**src/hw/aoi_defines.vh**
```
// Register offsets, field positions, reset values and timing counts
// Included by the audio output interface top-level design file
`ifndef AOI_DEFINES_VH
`define AOI_DEFINES_VH
`define AOI_OFF_CON0     12'h000
`define AOI_OFF_CON1     12'h004
`define AOI_OFF_STA      12'h008
`define AOI_OFF_DAT      12'h00c
`define AOI_OFF_CLK      12'h010
`define AOI_OFF_IEN      12'h014
`define AOI_CON0_RST     8'h08
`define AOI_CON1_RST     8'hb2
`define AOI_CLK_RST      8'h00
`define AOI_IEN_RST      8'h00
`define AOI_C0_HLR       0
`define AOI_C0_DSZ       1
`define AOI_C0_POL       2
`define AOI_C0_JST_LO    3
`define AOI_C1_EN        0
`define AOI_C1_DUP_LO    1
`define AOI_C1_MUDR      4
`define AOI_C1_MSRQ      5
`define AOI_C1_DRQ       6
`define AOI_C1_SRC       7
`define AOI_ST_FULL      5
`define AOI_ST_UDR       6
`define AOI_ST_SRQ       7
`define AOI_CPU_DEPTH    8
`define AOI_BASE_HZ      8000
`define AOI_CLK_HZ       25000000
`define AOI_BASE_CYC     (`AOI_CLK_HZ / `AOI_BASE_HZ)
`endif

```
**src/hw/aoi_top.v**
```verilog
// Audio output interface: APB registers, CPU sample buffer, MP3 word
// buffer, clock generation and serial output toward an external DAC.
// Assumes pll_clk_en is a one-cycle pulse per PLL clock in pclk domain.
// Summary of operation
// audio clock is the PLL clock divided by the divider field; the code divides by the field plus one
// enable bit drives master clock onto DAC system clock pin
// software sets high-rate bit to match 256 or 384 times Fs
// bit and word clocks stop while no data reaches converter
// 16 or 32 bit clocks per channel by the size bit
// polarity bit picks word-select level of the left channel
// 16-bit words serialised; justify field moves output start
// justify 0 is MSB, 1 is LSB, larger pads zeros low
// source bit picks MP3 decoder or CPU sample buffer
// clocks start when first datum reaches the converter
// CPU mode widens 8-bit samples at 8 kHz with zero low byte
// repeat field duplicates samples for 8, 16, 32 or 48 kHz; the code loads dup_cnt from it but nothing uses dup_cnt
// eight-byte CPU buffer; full flag and underrun flag
// request flag sets on count 4 to 3, clears on 4 to 5
// underrun flag sets when CPU buffer becomes empty
// MP3 buffer requests 16-bit words only while it has space
// fetch enable gates requests; cleared buffer drains then pauses
// CPU-mode interrupt from request or underrun, masked, enabled
// data write clears request and underrun flags
// host loads samples four bytes at a time on request
// serial data aligned to bit clock, word select marks channels
//
// Local design decisions: the APB slave port and the address map.
`timescale 1ns/1ps
`default_nettype none
`include "aoi_defines.vh"
module aoi_top
#(
	parameter MP3_DEPTH = 4,
	parameter BASE_CYC  = `AOI_BASE_CYC
)
(
	input  wire        pclk,
	input  wire        presetn,
	input  wire        psel,
	input  wire        penable,
	input  wire        pwrite,
	input  wire [11:0] paddr,
	input  wire [31:0] pwdata,
	output reg  [31:0] prdata,
	output reg         pready,
	output reg         pslverr,
	input  wire        pll_clk_en,
	input  wire [15:0] mp3_word,
	input  wire        mp3_valid,
	output reg         mp3_request,
	output reg         dac_sys_clk,
	output reg         serial_bit_clock_pin,
	output reg         word_select_pin,
	output reg         serial_data_pin,
	output reg         audio_irq
);
	reg [7:0] audio_control_zero;
	reg [7:0] audio_control_one;
	reg [4:0] audio_clock_divider;
	reg       audio_irq_enable;
	reg       sample_request_flag;
	reg       underrun_flag;
	reg [7:0] cpu_buf [0:`AOI_CPU_DEPTH-1];
	reg [2:0] cpu_wr;
	reg [2:0] cpu_rd;
	reg [3:0] cpu_cnt;
	reg [15:0] mp3_buf [0:MP3_DEPTH-1];
	reg [2:0] mp3_wr;
	reg [2:0] mp3_rd;
	reg [3:0] mp3_cnt;
	reg [4:0] div_cnt;
	reg       aud_en;
	reg [1:0] dup_cnt;
	reg [15:0] base_cnt;
	reg [15:0] held_word;
	reg       started;
	reg       cfg_pulse;
	integer   i;
	wire interface_on_bit = audio_control_one[`AOI_C1_EN];
	wire stream_source_select = audio_control_one[`AOI_C1_SRC];
	wire decoded_fetch_enable = audio_control_one[`AOI_C1_DRQ];
	wire sample_request_mask = audio_control_one[`AOI_C1_MSRQ];
	wire underrun_mask = audio_control_one[`AOI_C1_MUDR];
	wire [1:0] repeat_factor = audio_control_one[2:1];
	wire high_rate_select = audio_control_zero[`AOI_C0_HLR];
	wire slot_size_select = audio_control_zero[`AOI_C0_DSZ];
	wire left_level_select = audio_control_zero[`AOI_C0_POL];
	wire [4:0] justify_shift = audio_control_zero[7:3];
	wire acc = psel && penable;
	wire wr_dat = acc && pwrite && paddr == `AOI_OFF_DAT;
	wire cpu_full = cpu_cnt == `AOI_CPU_DEPTH;
	wire ser_take;
	wire ser_bclk;
	wire ser_ws;
	wire ser_sd;
	// Run to the end of a frame; stop at a frame head with nothing buffered
	wire buf_ready = stream_source_select ? cpu_cnt != 4'd0
		: mp3_cnt != 4'd0;
	wire have_data = buf_ready || (started && !ser_take);

	// Word fetch for the converter: CPU bytes widened, or MP3 words
	function [15:0] widen;
		input [7:0] b;
		widen = {b, 8'h00};
	endfunction
	function [1:0] reps;
		input [1:0] f;
		case (f)
		2'd0: reps = 2'd0;
		2'd1: reps = 2'd1;
		default: reps = 2'd3;
		endcase
	endfunction

	// Audio clock enable from PLL divided by divider field plus one
	always @(posedge pclk or negedge presetn)
	begin
		if (!presetn)
		begin
			div_cnt <= 5'h00;
			aud_en <= 1'b0;
		end
		else
		begin
			aud_en <= 1'b0;
			if (pll_clk_en)
			begin
				if (div_cnt >= audio_clock_divider)
				begin
					div_cnt <= 5'h00;
					aud_en <= 1'b1;
				end
				else
					div_cnt <= div_cnt + 5'd1;
			end
		end
	end

	// Bit enable: bit clock is master divided by 4 (256 Fs) or 6 (384 Fs)
	reg [2:0] ms_cnt;
	reg       bit_en;
	always @(posedge pclk or negedge presetn)
	begin
		if (!presetn)
		begin
			ms_cnt <= 3'd0;
			bit_en <= 1'b0;
			dac_sys_clk <= 1'b0;
		end
		else
		begin
			bit_en <= 1'b0;
			if (!interface_on_bit)
				dac_sys_clk <= 1'b0;
			else if (aud_en)
			begin
				dac_sys_clk <= ~dac_sys_clk;
				if (ms_cnt >= (high_rate_select ? 3'd5 : 3'd3))
				begin
					ms_cnt <= 3'd0;
					bit_en <= 1'b1;
				end
				else
					ms_cnt <= ms_cnt + 3'd1;
			end
		end
	end

	// APB register access, buffers and flags
	always @(posedge pclk or negedge presetn)
	begin
		if (!presetn)
		begin
			audio_control_zero <= `AOI_CON0_RST;
			audio_control_one <= `AOI_CON1_RST;
			audio_clock_divider <= 5'h00;
			audio_irq_enable <= 1'b0;
			sample_request_flag <= 1'b1;
			underrun_flag <= 1'b1;
			prdata <= 32'h00000000;
			pready <= 1'b0;
			pslverr <= 1'b0;
			cpu_wr <= 3'd0;
			cpu_rd <= 3'd0;
			cpu_cnt <= 4'd0;
			mp3_wr <= 3'd0;
			mp3_rd <= 3'd0;
			mp3_cnt <= 4'd0;
			mp3_request <= 1'b0;
			dup_cnt <= 2'd0;
			base_cnt <= 16'h0000;
			held_word <= 16'h0000;
			started <= 1'b0;
			audio_irq <= 1'b0;
			cfg_pulse <= 1'b0;
			for (i = 0; i < `AOI_CPU_DEPTH; i = i + 1)
				cpu_buf[i] <= 8'h00;
			for (i = 0; i < MP3_DEPTH; i = i + 1)
				mp3_buf[i] <= 16'h0000;
		end
		else
		begin
			pready <= acc && !pready;
			pslverr <= 1'b0;
			cfg_pulse <= 1'b0;
			if (acc && !pready)
			begin
				prdata <= 32'h00000000;
				if (paddr == `AOI_OFF_CON0)
				begin
					if (pwrite) audio_control_zero <= pwdata[7:0];
					prdata <= {24'h000000, audio_control_zero};
				end
				else if (paddr == `AOI_OFF_CON1)
				begin
					if (pwrite) audio_control_one <= pwdata[7:0] & 8'hf7;
					prdata <= {24'h000000, audio_control_one};
				end
				else if (paddr == `AOI_OFF_STA)
					prdata <= {24'h000000, sample_request_flag,
						underrun_flag, cpu_full, 5'h00};
				else if (paddr == `AOI_OFF_DAT)
					prdata <= 32'h000000ff;
				else if (paddr == `AOI_OFF_CLK)
				begin
					if (pwrite) audio_clock_divider <= pwdata[4:0];
					prdata <= {27'h0000000, audio_clock_divider};
				end
				else if (paddr == `AOI_OFF_IEN)
				begin
					if (pwrite) audio_irq_enable <= pwdata[0];
					prdata <= {31'h00000000, audio_irq_enable};
				end
				else
					pslverr <= 1'b1;
			end
			// CPU sample buffer: one byte per 8 kHz tick, whatever the repeat field
			begin : cpu_path
				reg push;
				reg pop;
				reg [3:0] nc;
				push = wr_dat && !pready && !cpu_full;
				pop = 1'b0;
				// Samples leave only while the interface plays them
				if (stream_source_select && interface_on_bit
					&& base_cnt >= BASE_CYC - 1)
				begin
					base_cnt <= 16'h0000;
					if (cpu_cnt != 4'd0) pop = 1'b1;
				end
				else if (stream_source_select && interface_on_bit)
					base_cnt <= base_cnt + 16'd1;
				if (push)
				begin
					cpu_buf[cpu_wr] <= pwdata[7:0];
					cpu_wr <= cpu_wr + 3'd1;
				end
				if (pop)
				begin
					held_word <= widen(cpu_buf[cpu_rd]);
					cpu_rd <= cpu_rd + 3'd1;
				end
				nc = cpu_cnt + {3'b000, push} - {3'b000, pop};
				cpu_cnt <= nc;
				// Flag events win over the clearing data write
				if (wr_dat && !pready)
				begin
					sample_request_flag <= 1'b0;
					underrun_flag <= 1'b0;
				end
				if (cpu_cnt == 4'd4 && nc == 4'd3)
					sample_request_flag <= 1'b1;
				else if (cpu_cnt == 4'd4 && nc == 4'd5)
					sample_request_flag <= 1'b0;
				if (stream_source_select && pop && nc == 4'd0)
					underrun_flag <= 1'b1;
			end
			// MP3 word buffer
			if (mp3_request && mp3_valid)
			begin
				mp3_buf[mp3_wr[1:0]] <= mp3_word;
				mp3_wr <= mp3_wr + 3'd1;
			end
			if (!stream_source_select && ser_take && mp3_cnt != 4'd0)
			begin
				held_word <= mp3_buf[mp3_rd[1:0]];
				mp3_rd <= mp3_rd + 3'd1;
			end
			mp3_cnt <= mp3_cnt
				+ {3'b000, mp3_request && mp3_valid}
				- {3'b000, !stream_source_select && ser_take
				&& mp3_cnt != 4'd0};
			mp3_request <= decoded_fetch_enable && interface_on_bit
				&& mp3_cnt < MP3_DEPTH - 1; // see R16
			if (ser_take)
				dup_cnt <= (dup_cnt == 2'd0) ? reps(repeat_factor)
					: dup_cnt - 2'd1;
			started <= interface_on_bit && have_data;
			audio_irq <= audio_irq_enable && stream_source_select
				&& ((sample_request_flag && !sample_request_mask)
				|| (underrun_flag && !underrun_mask));
		end
	end

	aoi_serializer u_ser
	(
		.pclk       (pclk),
		.presetn    (presetn),
		.bit_en     (bit_en),
		.run        (started),
		.slot32     (slot_size_select),
		.left_high  (left_level_select),
		.justify    (justify_shift),
		.left_word  (held_word),
		.right_word (held_word),
		.take       (ser_take),
		.bclk       (ser_bclk),
		.wsel       (ser_ws),
		.sdata      (ser_sd)
	);

	always @(posedge pclk or negedge presetn)
	begin
		if (!presetn)
		begin
			serial_bit_clock_pin <= 1'b0;
			word_select_pin <= 1'b0;
			serial_data_pin <= 1'b0;
		end
		else
		begin
			serial_bit_clock_pin <= ser_bclk;
			word_select_pin <= ser_ws;
			serial_data_pin <= ser_sd;
		end
	end
endmodule
`default_nettype wire

```
**src/hw/aoi_serializer.v**
```verilog
// Serial converter: shifts one left/right pair of 16-bit words out per frame
// Assumes bit_en is a one-cycle enable at twice the bit clock rate
`timescale 1ns/1ps
`default_nettype none
module aoi_serializer
(
	input  wire        pclk,
	input  wire        presetn,
	input  wire        bit_en,
	input  wire        run,
	input  wire        slot32,
	input  wire        left_high,
	input  wire [4:0]  justify,
	input  wire [15:0] left_word,
	input  wire [15:0] right_word,
	output reg         take,
	output reg         bclk,
	output reg         wsel,
	output reg         sdata
);
	reg [5:0] bitpos;
	reg [15:0] cur_l;
	reg [15:0] cur_r;
	wire [4:0] slot_len = slot32 ? 5'd31 : 5'd15;
	wire [4:0] inpos = bitpos[4:0];
	wire        right_half = slot32 ? bitpos[5] : bitpos[4];
	// At the frame head the incoming word is shown before it is latched
	wire [15:0] word = right_half ? cur_r
		: (bitpos == 6'h00 ? left_word : cur_l);
	wire [4:0]  inslot = slot32 ? inpos : {1'b0, inpos[3:0]};
	wire [6:0]  slot_bits = slot32 ? 7'd32 : 7'd16;
	// Justify 0 starts at the slot head; n above 0 ends the word n-1
	// bits before the slot end, zeros below it
	wire [6:0]  start = (justify == 5'd0) ? 7'h00
		: slot_bits - 7'd15 - {2'b00, justify};
	reg         next_bit;
	reg [6:0]   idx;
	always @*
	begin
		idx = {2'b00, inslot} - start;
		if (idx[6] || idx > 7'd15)
			next_bit = 1'b0;
		else
			next_bit = word[4'd15 - idx[3:0]];
	end
	always @(posedge pclk or negedge presetn)
	begin
		if (!presetn)
		begin
			bitpos <= 6'h00;
			bclk <= 1'b0;
			wsel <= 1'b0;
			sdata <= 1'b0;
			take <= 1'b0;
			cur_l <= 16'h0000;
			cur_r <= 16'h0000;
		end
		else
		begin
			take <= 1'b0;
			if (!run)
			begin
				bclk <= 1'b0;
				bitpos <= 6'h00;
			end
			else if (bit_en)
			begin
				bclk <= ~bclk;
				if (bclk)
				begin
					// Falling edge: data and word select settle before rise
					sdata <= next_bit; // see R7 see R8
					wsel <= right_half ? ~left_high : left_high;
					if (bitpos == {slot_len, 1'b1} || (slot32 && bitpos == 6'h3f))
						bitpos <= 6'h00;
					else
						bitpos <= bitpos + 6'd1;
					if (bitpos == 6'h00)
					begin
						cur_l <= left_word;
						cur_r <= right_word;
						take <= 1'b1;
					end
				end
			end
		end
	end
endmodule
`default_nettype wire

```
**config.mk**
```make
export PLATFORM = sky130hd
export DESIGN_NAME = aoi_top
export DESIGN_NICKNAME = d
export VERILOG_FILES = /design/src/hw/aoi_top.v /design/src/hw/aoi_serializer.v
export VERILOG_INCLUDE_DIRS = /design/src /design/src/hw
export SDC_FILE = /design/constraint.sdc
export NUM_CORES = 1
export LEC_CHECK = 0
export BUFFER_PORTS_ARGS = -buffer_cell sky130_fd_sc_hd__buf_4
export CAP_MARGIN = 20
export CORE_MARGIN = 2
export CORE_UTILIZATION = 55
export CTS_CLUSTER_DIAMETER = 200
export DETAILED_ROUTE_END_ITERATION = 10
export GPL_TIMING_DRIVEN = 0
export MAX_ROUTING_LAYER = met4
export PLACE_DENSITY = 0.78
export SYNTH_ARGS = -nofsm -noshare
export SYNTH_HDL_FRONTEND = slang
export SYNTH_HIERARCHICAL = 1
export SYNTH_SLANG_ARGS = --single-unit
```
**constraint.sdc**
```tcl
create_clock -name pclk -period 3.85 [get_ports pclk]
set_clock_uncertainty 0.1 [all_clocks]
set_input_delay 0.77 -clock pclk [delete_from_list [all_inputs] [get_ports pclk]]
set_output_delay 0.77 -clock pclk [all_outputs]
set_load 0.01 [all_outputs]
```
* Yosys cells after proc, flatten, opt, wreduce, memory -nomap -nowiden
Index checks and enable logic that the tools add are counted.
** Word-level totals
- Flip-flop bits (word level) :: 296
- Bits in latches :: 0
- Memory bits (writable) :: 0
- Bits in read-only memories :: 0
- Output and inout bits :: 40
- Memories :: 0
** Operators by class
- Add/subtract/negate cells :: 16
- Multipliers :: 0
- Div/mod/pow operators :: 0
- $lt $le $gt $ge :: 12
- Eq/ne operators :: 14
- Shift operators :: 0
- Muxes and demuxes :: 67
- Bitwise operators :: 12
- Reductions and logical operators :: 54
** Operators with widths (count)
- 16-bit 2-to-1 mux :: 9
- 64-bit bitwise mux :: 2
- 8-bit 2-to-1 mux :: 7
- 16-bit binary-select mux with 2-bit select :: 1
- 16-bit demux with 2-bit select :: 1
- 1-bit 2-to-1 mux :: 32
- 6-bit 2-to-1 mux :: 5
- 1-bit logical AND :: 26
- 8-bit binary-select mux with 3-bit select :: 1
- 8-bit demux with 3-bit select :: 1
- 12-bit by 4-bit == test with 1-bit output, second input constant :: 2
- 12-bit by 5-bit == test with 1-bit output, second input constant :: 2
- 5-bit 2-to-1 mux :: 4
- 16-bit by 1-bit adder with 16-bit output, second input constant :: 1
- 16-bit by 12-bit >= comparator with 1-bit output, second input constant :: 1
- 3-bit by 1-bit adder with 3-bit output, second input constant :: 5
- 12-bit by 3-bit == test with 1-bit output, second input constant :: 1
- 12-bit zero test :: 1
- 4-bit by 1-bit adder with 4-bit output :: 2
- 4-bit by 3-bit == test with 1-bit output, second input constant :: 2
- 4-bit >= comparator, second input constant :: 2
- 1-bit inverter :: 8
- 3-bit inverter with 4-bit output :: 2
- 4-bit AND reduction :: 2
- 36 further kinds :: 55

* Depth between registers and ports, before layout
Gate-level depths: netlist of run 1.
- Depth after elaboration :: 11
- Depth in mapped cells :: 15
- Gate-level depth less buffers :: 13

* By module
The synthesis of run 1 kept the hierarchy.
** Modules (own cells, without submodules)
- aoi_top :: instances 1, cells each 846, area an instance 10996.8 µm², seq. area each 5714.2 µm²
- aoi_serializer :: instances 1, cells each 224, area an instance 2556.2 µm², seq. area each 1051.0 µm²

* Worst setup path after synthesis of run 1
No wires, ideal clock.
- Path type :: input -> register
- From :: input paddr[9]
- To :: register sample_request_flag
- Data arrival time :: 3.058 ns
- Path slack :: 0.632 ns
- Stages :: 11
- Path buffers :: 0
- Path through :: nor4_4 nand3_1 or3_1 ha_1 inv_1 ha_1 inv_1 fa_1 xnor2_1 o31ai_1 o21a_1
** On the way
- Longest elaborated chain between the ends :: 10
- Elaborated cells between the ends (all ways) :: 13
** Ends and longest elaborated chain
- from (decl) :: line aoi_top.v:42 : input wire [11:0] paddr,
- 12-bit by 4-bit == test with 1-bit output (no line) (*)
- 1-bit logical AND (no line) (*)
- 1-bit logical AND (*) :: line aoi_top.v:242, aoi_top.v:266
- 1-bit logical AND :: line aoi_top.v:242 : push = wr_dat && !pready && !cpu_full;
- 4-bit by 1-bit adder with 4-bit output :: line aoi_top.v:263 : nc = cpu_cnt + {3'b000, push} - {3'b000, pop};
- 4-bit by 1-bit subtractor with 4-bit output :: line aoi_top.v:263
- 4-bit by 3-bit == test with 1-bit output :: line aoi_top.v:273 : else if (cpu_cnt == 4'd4 && nc == 4'd5)
- 1-bit logical AND :: line aoi_top.v:273
- 1-bit 2-to-1 mux :: line aoi_top.v:273
- 1-bit 2-to-1 mux :: line aoi_top.v:271 : if (cpu_cnt == 4'd4 && nc == 4'd3)
- to (signal assigned) :: line aoi_top.v:268 : sample_request_flag <= 1'b0;
- to (signal assigned) :: line aoi_top.v:272 : sample_request_flag <= 1'b1;
- to (signal assigned) :: line aoi_top.v:274 : sample_request_flag <= 1'b0;
- to (decl) :: line aoi_top.v:61 : reg sample_request_flag;
Mark *: on every way between the ends. The rest lies on a longest branch, timed or not.
A chain may end at the register's enable or synchronous reset.

* Worst setup path after layout of run 1
- From :: register cpu_cnt[2]
- To :: register sample_request_flag
** On the way
- Longest elaborated chain between the ends :: 9
- Elaborated cells between the ends (all ways) :: 16
** Ends and longest elaborated chain
- from (decl) :: line aoi_top.v:66 : reg [3:0] cpu_cnt;
- from (signal assigned) :: line aoi_top.v:264 : cpu_cnt <= nc;
- 4-bit == test (no line)
- 1-bit zero test :: line aoi_top.v:242
- 1-bit logical AND :: line aoi_top.v:242
- 4-bit by 1-bit adder with 4-bit output :: line aoi_top.v:263
- 4-bit by 1-bit subtractor with 4-bit output :: line aoi_top.v:263
- 4-bit by 3-bit == test with 1-bit output :: line aoi_top.v:273
- 1-bit logical AND :: line aoi_top.v:273
- 1-bit 2-to-1 mux :: line aoi_top.v:273
- 1-bit 2-to-1 mux :: line aoi_top.v:271
Parallel ways exist; a longest one is shown, timed or not.

==> results list, run 1 <==
* Run status: finished, final reports clean
- Maximum number of pins on one net before global-route repair: 120
- Count of yosys warnings during synthesis: 6
- Clock-pin slew was measured on the worst setup and hold paths at 60 ps.
- Detailed-route via count: roughly 8,800
* Setup Buffers After CTS: 0
* Slew headroom: 49.7%
- Die outline height: between 150 and 200 um
- Power Density: 400 nW/um2
* Pre-Repair DR Iteration Count: 5
- Setup slack on the worst flop-to-flop path: ~260 ps
- Worst slack on hold paths: roughly 15 ps
- Compound-Gate Fraction of Synth Area: about 6.6%
* Clock tree from TritonCTS: built
- Counting flops with a built-in enable in the synthesized netlist gives 0.
- Crit path from: cpu_cnt[2]
- After technology mapping, the gate count stands at about 1,100.
* Distinct cell type count of the synthesized netlist: between 70 and 80
* Horiz. Die Dim: between 150 and 200 um
- Post-synthesis share of cell area spent on xor and xnor gates: 2.07%
- The via count of the first global-routing pass is just over 9,000.
- CTS buffer count: 30
- Total track usage: between 20 and 25%
* DR iter-0 viols: 570
- Most used flip-flop cell after synthesis: dfrtp_1
* Summed instance area of the synthesized netlist: ~14,000 um2
- For this design the static power due to leakage is 7.66 nW.
- The clock reaches the later pin of the worst-skew pair after 560 ps.
- Share of the yosys chip area belonging to registers: 49.9%
- # hold bufs at CTS: 0
- Synthesized area divided by synthesized cell count: 12.7 um2
- Buffers placed on the I/O ports in this run total 53.
* Detailed Route WL: roughly 28,000 um
* Total setup violations reported at the end of the flow: 0
* Asr flop ratio synth: 100%
* Global-route wire length before repair: 46,800 um
- Antenna diode instance count: 0
- In this run the worst path has a maximum fanout of 10.
- Once routing completed, OpenROAD measured the worst setup slack at 263 ps.
- Worst vdd rail ir drop: around 0.00032 V
- STA classifies the critical path startpoint as a flip-flop.
- Part of the cycle the worst path needs: 93.2%
* Slew at the pin closest to its max-slew limit: 749 ps
- Antenna-violating nets left: 0
* Floorplan core area: about 24,000 um2
- Measured in cells, the most critical reg-to-reg path has a length of 14.
- Final-report hold violation count: 0
- Of the total synthesized cell area, the portion taken by AND, OR, NAND and NOR gates is 9.15%.
- Adder-cell share of the synthesized area: 4.38%
- At the placement stage, the worst setup path has a slack of -27.3 ps.
- Library cell used as clock root buffer: clkbuf_16
* Total area of multi-input combinational cells: 6210 um2
* Endpoint kind of the worst setup timing path: flip-flop
* Maximum clock frequency: approximately 280 MHz
* Share of synthesized area spent on multiplexers: a little under a quarter
- The post-route netlist has 32.9% of its cells at a drive strength greater than 1.
* Worst Setup EP: sample_request_flag
* Area overhead of the layout relative to synthesis: 14.7%
- Counting flops and latches in the post-synthesis netlist gives 270.
* Startpoint of the worst-slack reg-to-reg timing path: cpu_cnt[2]
* Io pins: 107
* Setup repair after global routing missed its margin: no
* Time the final worst path needs with I/O delays and setup: 3590 ps
* Crit path required time: about 4200 ps
- Main combinational cell family by area after synthesis: multiplexers
- The initial antenna violation count was 0.
* Initial cell density of the core: 55.9%
- Fillcell total: 1,858
* Number of sinks handled by clock tree synthesis: 270
- Maximum count of clock buffers along a single path: 3
- Maximum level of the CTS H-tree: 1
* Type of the setup path with the least slack: reg2reg
- The HPWL after detailed placement is 18,900 um.
- Data arrives at the worst endpoint at 3980 ps.
* Total power after layout: 0.00621 W
- For this run, the post-layout net count is between 1,000 and 1,500.
* Final weighted congestion in routability-driven placement: around 0.86
- The worst register-to-register path ends at sample_request_flag.
- Overall die area: 25,900 um2
* Wirelength per Cell: 18.4 um
* Number of max-cap violations: 0
- After detailed routing, the number of vias per cell comes to around 5.7.
- Sequential cell area in the final layout: 6770 um2
- Number of core rows: 57
- Share of the core filled with cells: between 60 and 70%
- After global routing the overflow that remains totals 0.
- The final-report max-slew violation count is 0.
* HP Class: in2async
- Drc violations: 0
critical path, cell delays in order (launching register included):
cell and delay [ps]:
dfrtp_1 350, inv_1 80, ha_1 210, and2_1 190, a211oi_2 400, buf_2 310
buf_2 290, ha_1 270, inv_1 60, ha_1 170, inv_1 60, fa_1 390
xnor2_1 350, a31oi_1 130, o21a_1 190
per-stage QoR:
stage	instances	area [um2]	setup TNS, ps
floorplan	1093	13600	0
global placement	1470	14400	-80670
detailed placement	1472	14500	-27.3
CTS	1527	15600	0
global route	1525	15500	0
finish	1525	15500	0
state kept, by name, indices dropped and copies added (netlist names), 2 cells and up:
name / count
u_ser/cur_r: 16
div_cnt: 5
audio_control_one: 7
cpu_cnt: 4
audio_control_zero: 8
mp3_wr: 2
held_word: 16
base_cnt: 16
u_ser/bitpos: 6
cpu_rd: 3
cpu_wr: 3
u_ser/cur_l: 16
audio_clock_divider: 5
cpu_buf: 64
mp3_rd: 2
prdata: 8
ms_cnt: 3
mp3_cnt: 4
mp3_buf: 64
logic make-up after synthesis:
group,Yosys count
simple gates,223
xor+xnor,32
mux,233
fa+ha+maj,45
other cells,1
flops,270
buf+inv,127
compound gates,139
how the worst min path moves through the flow:
| stage | startpoint | end | slack, ps | cells past startpoint |
|---|---|---|---|---|
| 2_1_floorplan | u_ser/sdata | serial_data_pin | 250 | 0 |
| 3_3_place_gp | u_ser/sdata | serial_data_pin | 270 | 0 |
| 3_5_place_dp | u_ser/sdata | serial_data_pin | 260 | 0 |
| 4_1_cts | presetn | cpu_buf[3] | 30 | 1 |
| 5_1_grt | presetn | cpu_buf[3] | 50 | 1 |
| 6_report | presetn | cpu_buf[3] | 20 | 1 |
metal layers:
layer  up-vias  share of wire, %  GRT usage (%)
met5         -                 0              -
met4         0               1.9           5.28
met3        41               4.3           3.00
met2       209                51           38.0
met1      4483                43           30.6
li1       4025                 -              -
power breakdown:
| part | total, W | internal (W) | switching (W) |
|---|---|---|---|
| sequential | 0.00291 | 0.00287 | 0.0000370 |
| clock | 0.00299 | 0.00181 | 0.00118 |
| combinational | 0.000309 | 0.000124 | 0.000185 |
cell usage in the layout (no fill, tap or decap), types with 7 or more instances in the layout:
| cell type | count |
|---|---|
| o22ai_1 | 10 |
| a21oi_1 | 30 |
| a211oi_1 | 8 |
| a21o_1 | 8 |
| mux4_2 | 34 |
| buf_2 | 16 |
| clkbuf_1 | 26 |
| dfrtp_1 | 263 |
| dfstp_2 | 7 |
| nand2_1 | 67 |
| and2_1 | 10 |
| xnor2_1 | 17 |
| o21ai_0 | 34 |
| xor2_1 | 15 |
| clkbuf_16 | 30 |
| ha_1 | 41 |
| nor2_1 | 49 |
| mux2_2 | 153 |
| nand3_1 | 26 |
| conb_1 | 24 |
| nor3_1 | 15 |
| nand4_1 | 7 |
| buf_1 | 8 |
| mux2_4 | 24 |
| buf_4 | 77 |
| mux2i_1 | 17 |
| a31oi_1 | 8 |
| inv_1 | 46 |
Yosys cell counts (all sizes together) (25+ instances only):
cell	n	area [um2]
nand2	67	251
mux2	180	2120
a21oi	30	150
ha	41	513
dfrtp	263	6580
clkbuf	25	115
inv	46	173
mux4	36	818
o21ai	35	175
buf	54	372
nor2	50	195
nand3	29	160
area by class of cell:
| cell class | count | area share (%) |
|---|---|---|
| clock buffer | 38 | 5.15 |
| inverter | 47 | 1.13 |
| timing repair buffer | 55 | 2.96 |
| buffer | 78 | 3.14 |
| sequential | 270 | 43.5 |
| tap | 324 | 2.61 |
| multi-input combinational | 696 | 39.9 |
| clock inverter | 17 | 1.55 |
what timing repair did:
| action | 4_1_cts | 5_1_grt |
|---|---|---|
| gates resized for setup | 1 | 0 |
| endpoints found under the setup margin | 2 | 2 |
| cloned | 0 | 0 |
Power figures use the tool's default switching activity.
==> inputs of run 2 (changes only) <==
--- a/config.mk
+++ b/config.mk
@@ -15,6 +15,7 @@
 export GPL_TIMING_DRIVEN = 0
 export MAX_ROUTING_LAYER = met4
 export PLACE_DENSITY = 0.78
+export RECOVER_POWER = 50
 export SYNTH_ARGS = -nofsm -noshare
 export SYNTH_HDL_FRONTEND = slang
 export SYNTH_HIERARCHICAL = 1
==> run 2 against run 1 <==
Against the previous run: the flow now finishes with violations (max-capacitance violations, max-slew violations); clock power hardly changed; fmax up 1.7%; cell count unchanged; critical path depth unchanged; sequential share of layout area rose by 0.070 points; via count down 0.72%; first-iteration DRC count decreased by 3.0%; worst setup slack improved by 59 ps; sequential power about the same; largest cell class unchanged.
==> results list, run 2 (synthesized netlist as in run 1, its figures left out) <==
- Congestion Overflow GR: 0
- The worst setup path is of the reg2reg kind.
* Setup repair after global routing missed its margin: no
- The repair_antennas step left the layout with diodes totalling 0.
* Number of buffer and inverter instances along the worst setup path: 5
- Summing over every cut layer, the via total after detailed routing is 8,695.
- Floorplan core area: 24,200 um2
- Slew headroom: -76.8%
- Antenna violations before repair: 0
- After layout, the worst path uses 91.6% of the clock period.
- Horiz. Die Dim: 161 um
- Clock transition at the registers of the reported paths: about 60 ps
- The congestion estimate from routability-driven global placement came to 0.857.
* Antenna-violating nets left: 0
- TritonCTS built the clock tree.
* Share of post-route cells with drive strength above 1: 32.5%
* Critical Path Max Stage Delay: 390 ps
- Run status: finished, violations left
* Setup slack on the worst flop-to-flop path: about 320 ps
- Power Density: 400 nW/um2
* Io pins: 107
- The pre-antenna-repair detailed-routing pass consisted of 5 iterations.
* Die outline height: 161 um
- Overall die area: 25,900 um2
- Later-pin clock latency in the skew report: 560 ps
* Arr. time, crit path: 3920 ps
* Largest regs: cpu_buf: 64 flops, mp3_buf: 64 flops
* Initial cell density of the core: between 50% and 60%
- For the pin with the worst max-slew slack, the measured transition is 2650 ps.
* CTS buffer count: 30
* Wirelength per Cell: 18.3 um
- For this design, the CTS-stage hold fixing added 0 buffers.
- Total of buffers placed on input and output ports: 53
- Entering global routing, the biggest net connects 120 pins.
- Using the TritonRoute via totals, the vias-per-cell ratio works out to 5.70.
* Global-route wire length before repair: 46,800 um
* Highest-count cells in the layout ignoring fill and taps: dfrtp_1 (263), mux2_2 (152), buf_4 (76)
- Number of core rows: 57
* Hold Crit Depth: 0
* Number of global-route vias before repair: 9,163
* Maximum level of the CTS H-tree: 1
* Maximum clock frequency: 283 MHz
- VDD sags by at most 0.000317 V.
- Detailed Route WL: 27,900 um
- Across the run, the number of max-cap violations was 1.
- Area overhead of the layout relative to synthesis: 14.5%
- Total setup violations reported at the end of the flow: 0
* Number of sinks handled by clock tree synthesis: between 200 and 300
- Crit path max-delay cell type: fa_1
- Placed cell area: 14,500 um2
- For the finished layout, the period the worst path requires is between 3000 and 4000 ps.
- Grouping stages by cell kind, the critical path spends the most delay in adder cells.
- Worst reg2reg path depth: 14
- Global routing consumed, over all layers together, 22.9% of the routing resources.
- Static Leak: approximately 7.7 nW
- DR iter-0 viols: 553
* Share of the core filled with cells: 64.0%
* Library cell used as clock root buffer: clkbuf_16
- Counting buffers and inverters, the worst setup path is 14 cells deep.
- The critical path goes through inv_1, ha_1, and2_1, a211oi_2, buf_2, buf_2, ha_1, inv_1, ha_1, inv_1, fa_1, xnor2_1, a31oi_1, o21a_1.
* HP Class: reg2reg
- The clock passes through at most 3 buffers.
* Largest fanout of any net on the critical path: 10
* Max-slew violations: 60
* Non-Filler Cell Area, Final: 15,500 um2
- The final reports fail on max-capacitance violations, max-slew violations.
- Leaving out fill and tap cells, the most frequent cell in the layout is dfrtp_1.
* Post-DP HPWL: 18,900 um
- Drc violations: 0
- Worst setup SP type: flip-flop
- Final-report hold violation count: 0
- Crit path required time: 4240 ps
* Endpoint kind of the worst setup timing path: flip-flop
* Net count, final: 1,290
==> run 2: cell types whose count changed in the layout (fill, tap and decap cells not counted), sizes merged <==
| cell | delta |
|---|---|
| dlymetal6s4s | +1 |
| clkbuf | +1 |
| buf | -2 |
==> run 2: timing repair <==
action / 4_1_cts / 5_1_grt
buffers inserted: 0 / 0
endpoints found under the setup margin: 2 / 2
resized for setup: 1 / 0
==> run 2: final timing paths <==
kind	from	to
worst max-delay path	cpu_cnt[2]	sample_request_flag
worst min-delay path	u_ser/sdata	serial_data_pin
worst max register to register	cpu_cnt[2]	sample_request_flag
worst min register to register	u_ser/sdata	serial_data_pin
max in group asynchronous	presetn	mp3_buf[51]
min in group asynchronous	presetn	cpu_buf[3]
==> run 2: where the power goes <==
group	switching, W	total [W]	internal, W
Clock	0.00118	0.00299	0.00181
Combinational	0.000184	0.000306	0.000122
Sequential	0.0000369	0.00291	0.00287
==> run 2: final cells by class <==
type / instances / area, um2
buffer: 78 / 488
clock inverter: 17 / 241
clock buffer: 38 / 801
inverter: 47 / 176
timing repair buffer: 55 / 447
sequential: 270 / 6770
fill: 1859 / 8730
multi-input combinational: 696 / 6200
tap: 324 / 405
==> run 2: through the flow <==
step	setup TNS [ps]	power, W	hold WS [ps]	setup slack (ps)	instances
after global routing	0	0.00642	290	45.2	1525
final	0	0.00621	275	322	1525
after floorplan	0	0.00311	254	632	1093
after detailed placement	-27.3	0.00327	264	-27.3	1472
after global placement	-80670	0.00325	265	-328	1470
after CTS	0	0.00627	25.1	51.9	1527
==> run 2: layer usage <==
layer | part of all wire, % | up-vias | GRT usage (%)
met3 | 3.6 | 45 | 3.00
met5 | 0 | - | -
met2 | 51 | 177 | 38.0
li1 | - | 4020 | -
met4 | 2.0 | 0 | 5.28
met1 | 44 | 4453 | 30.6
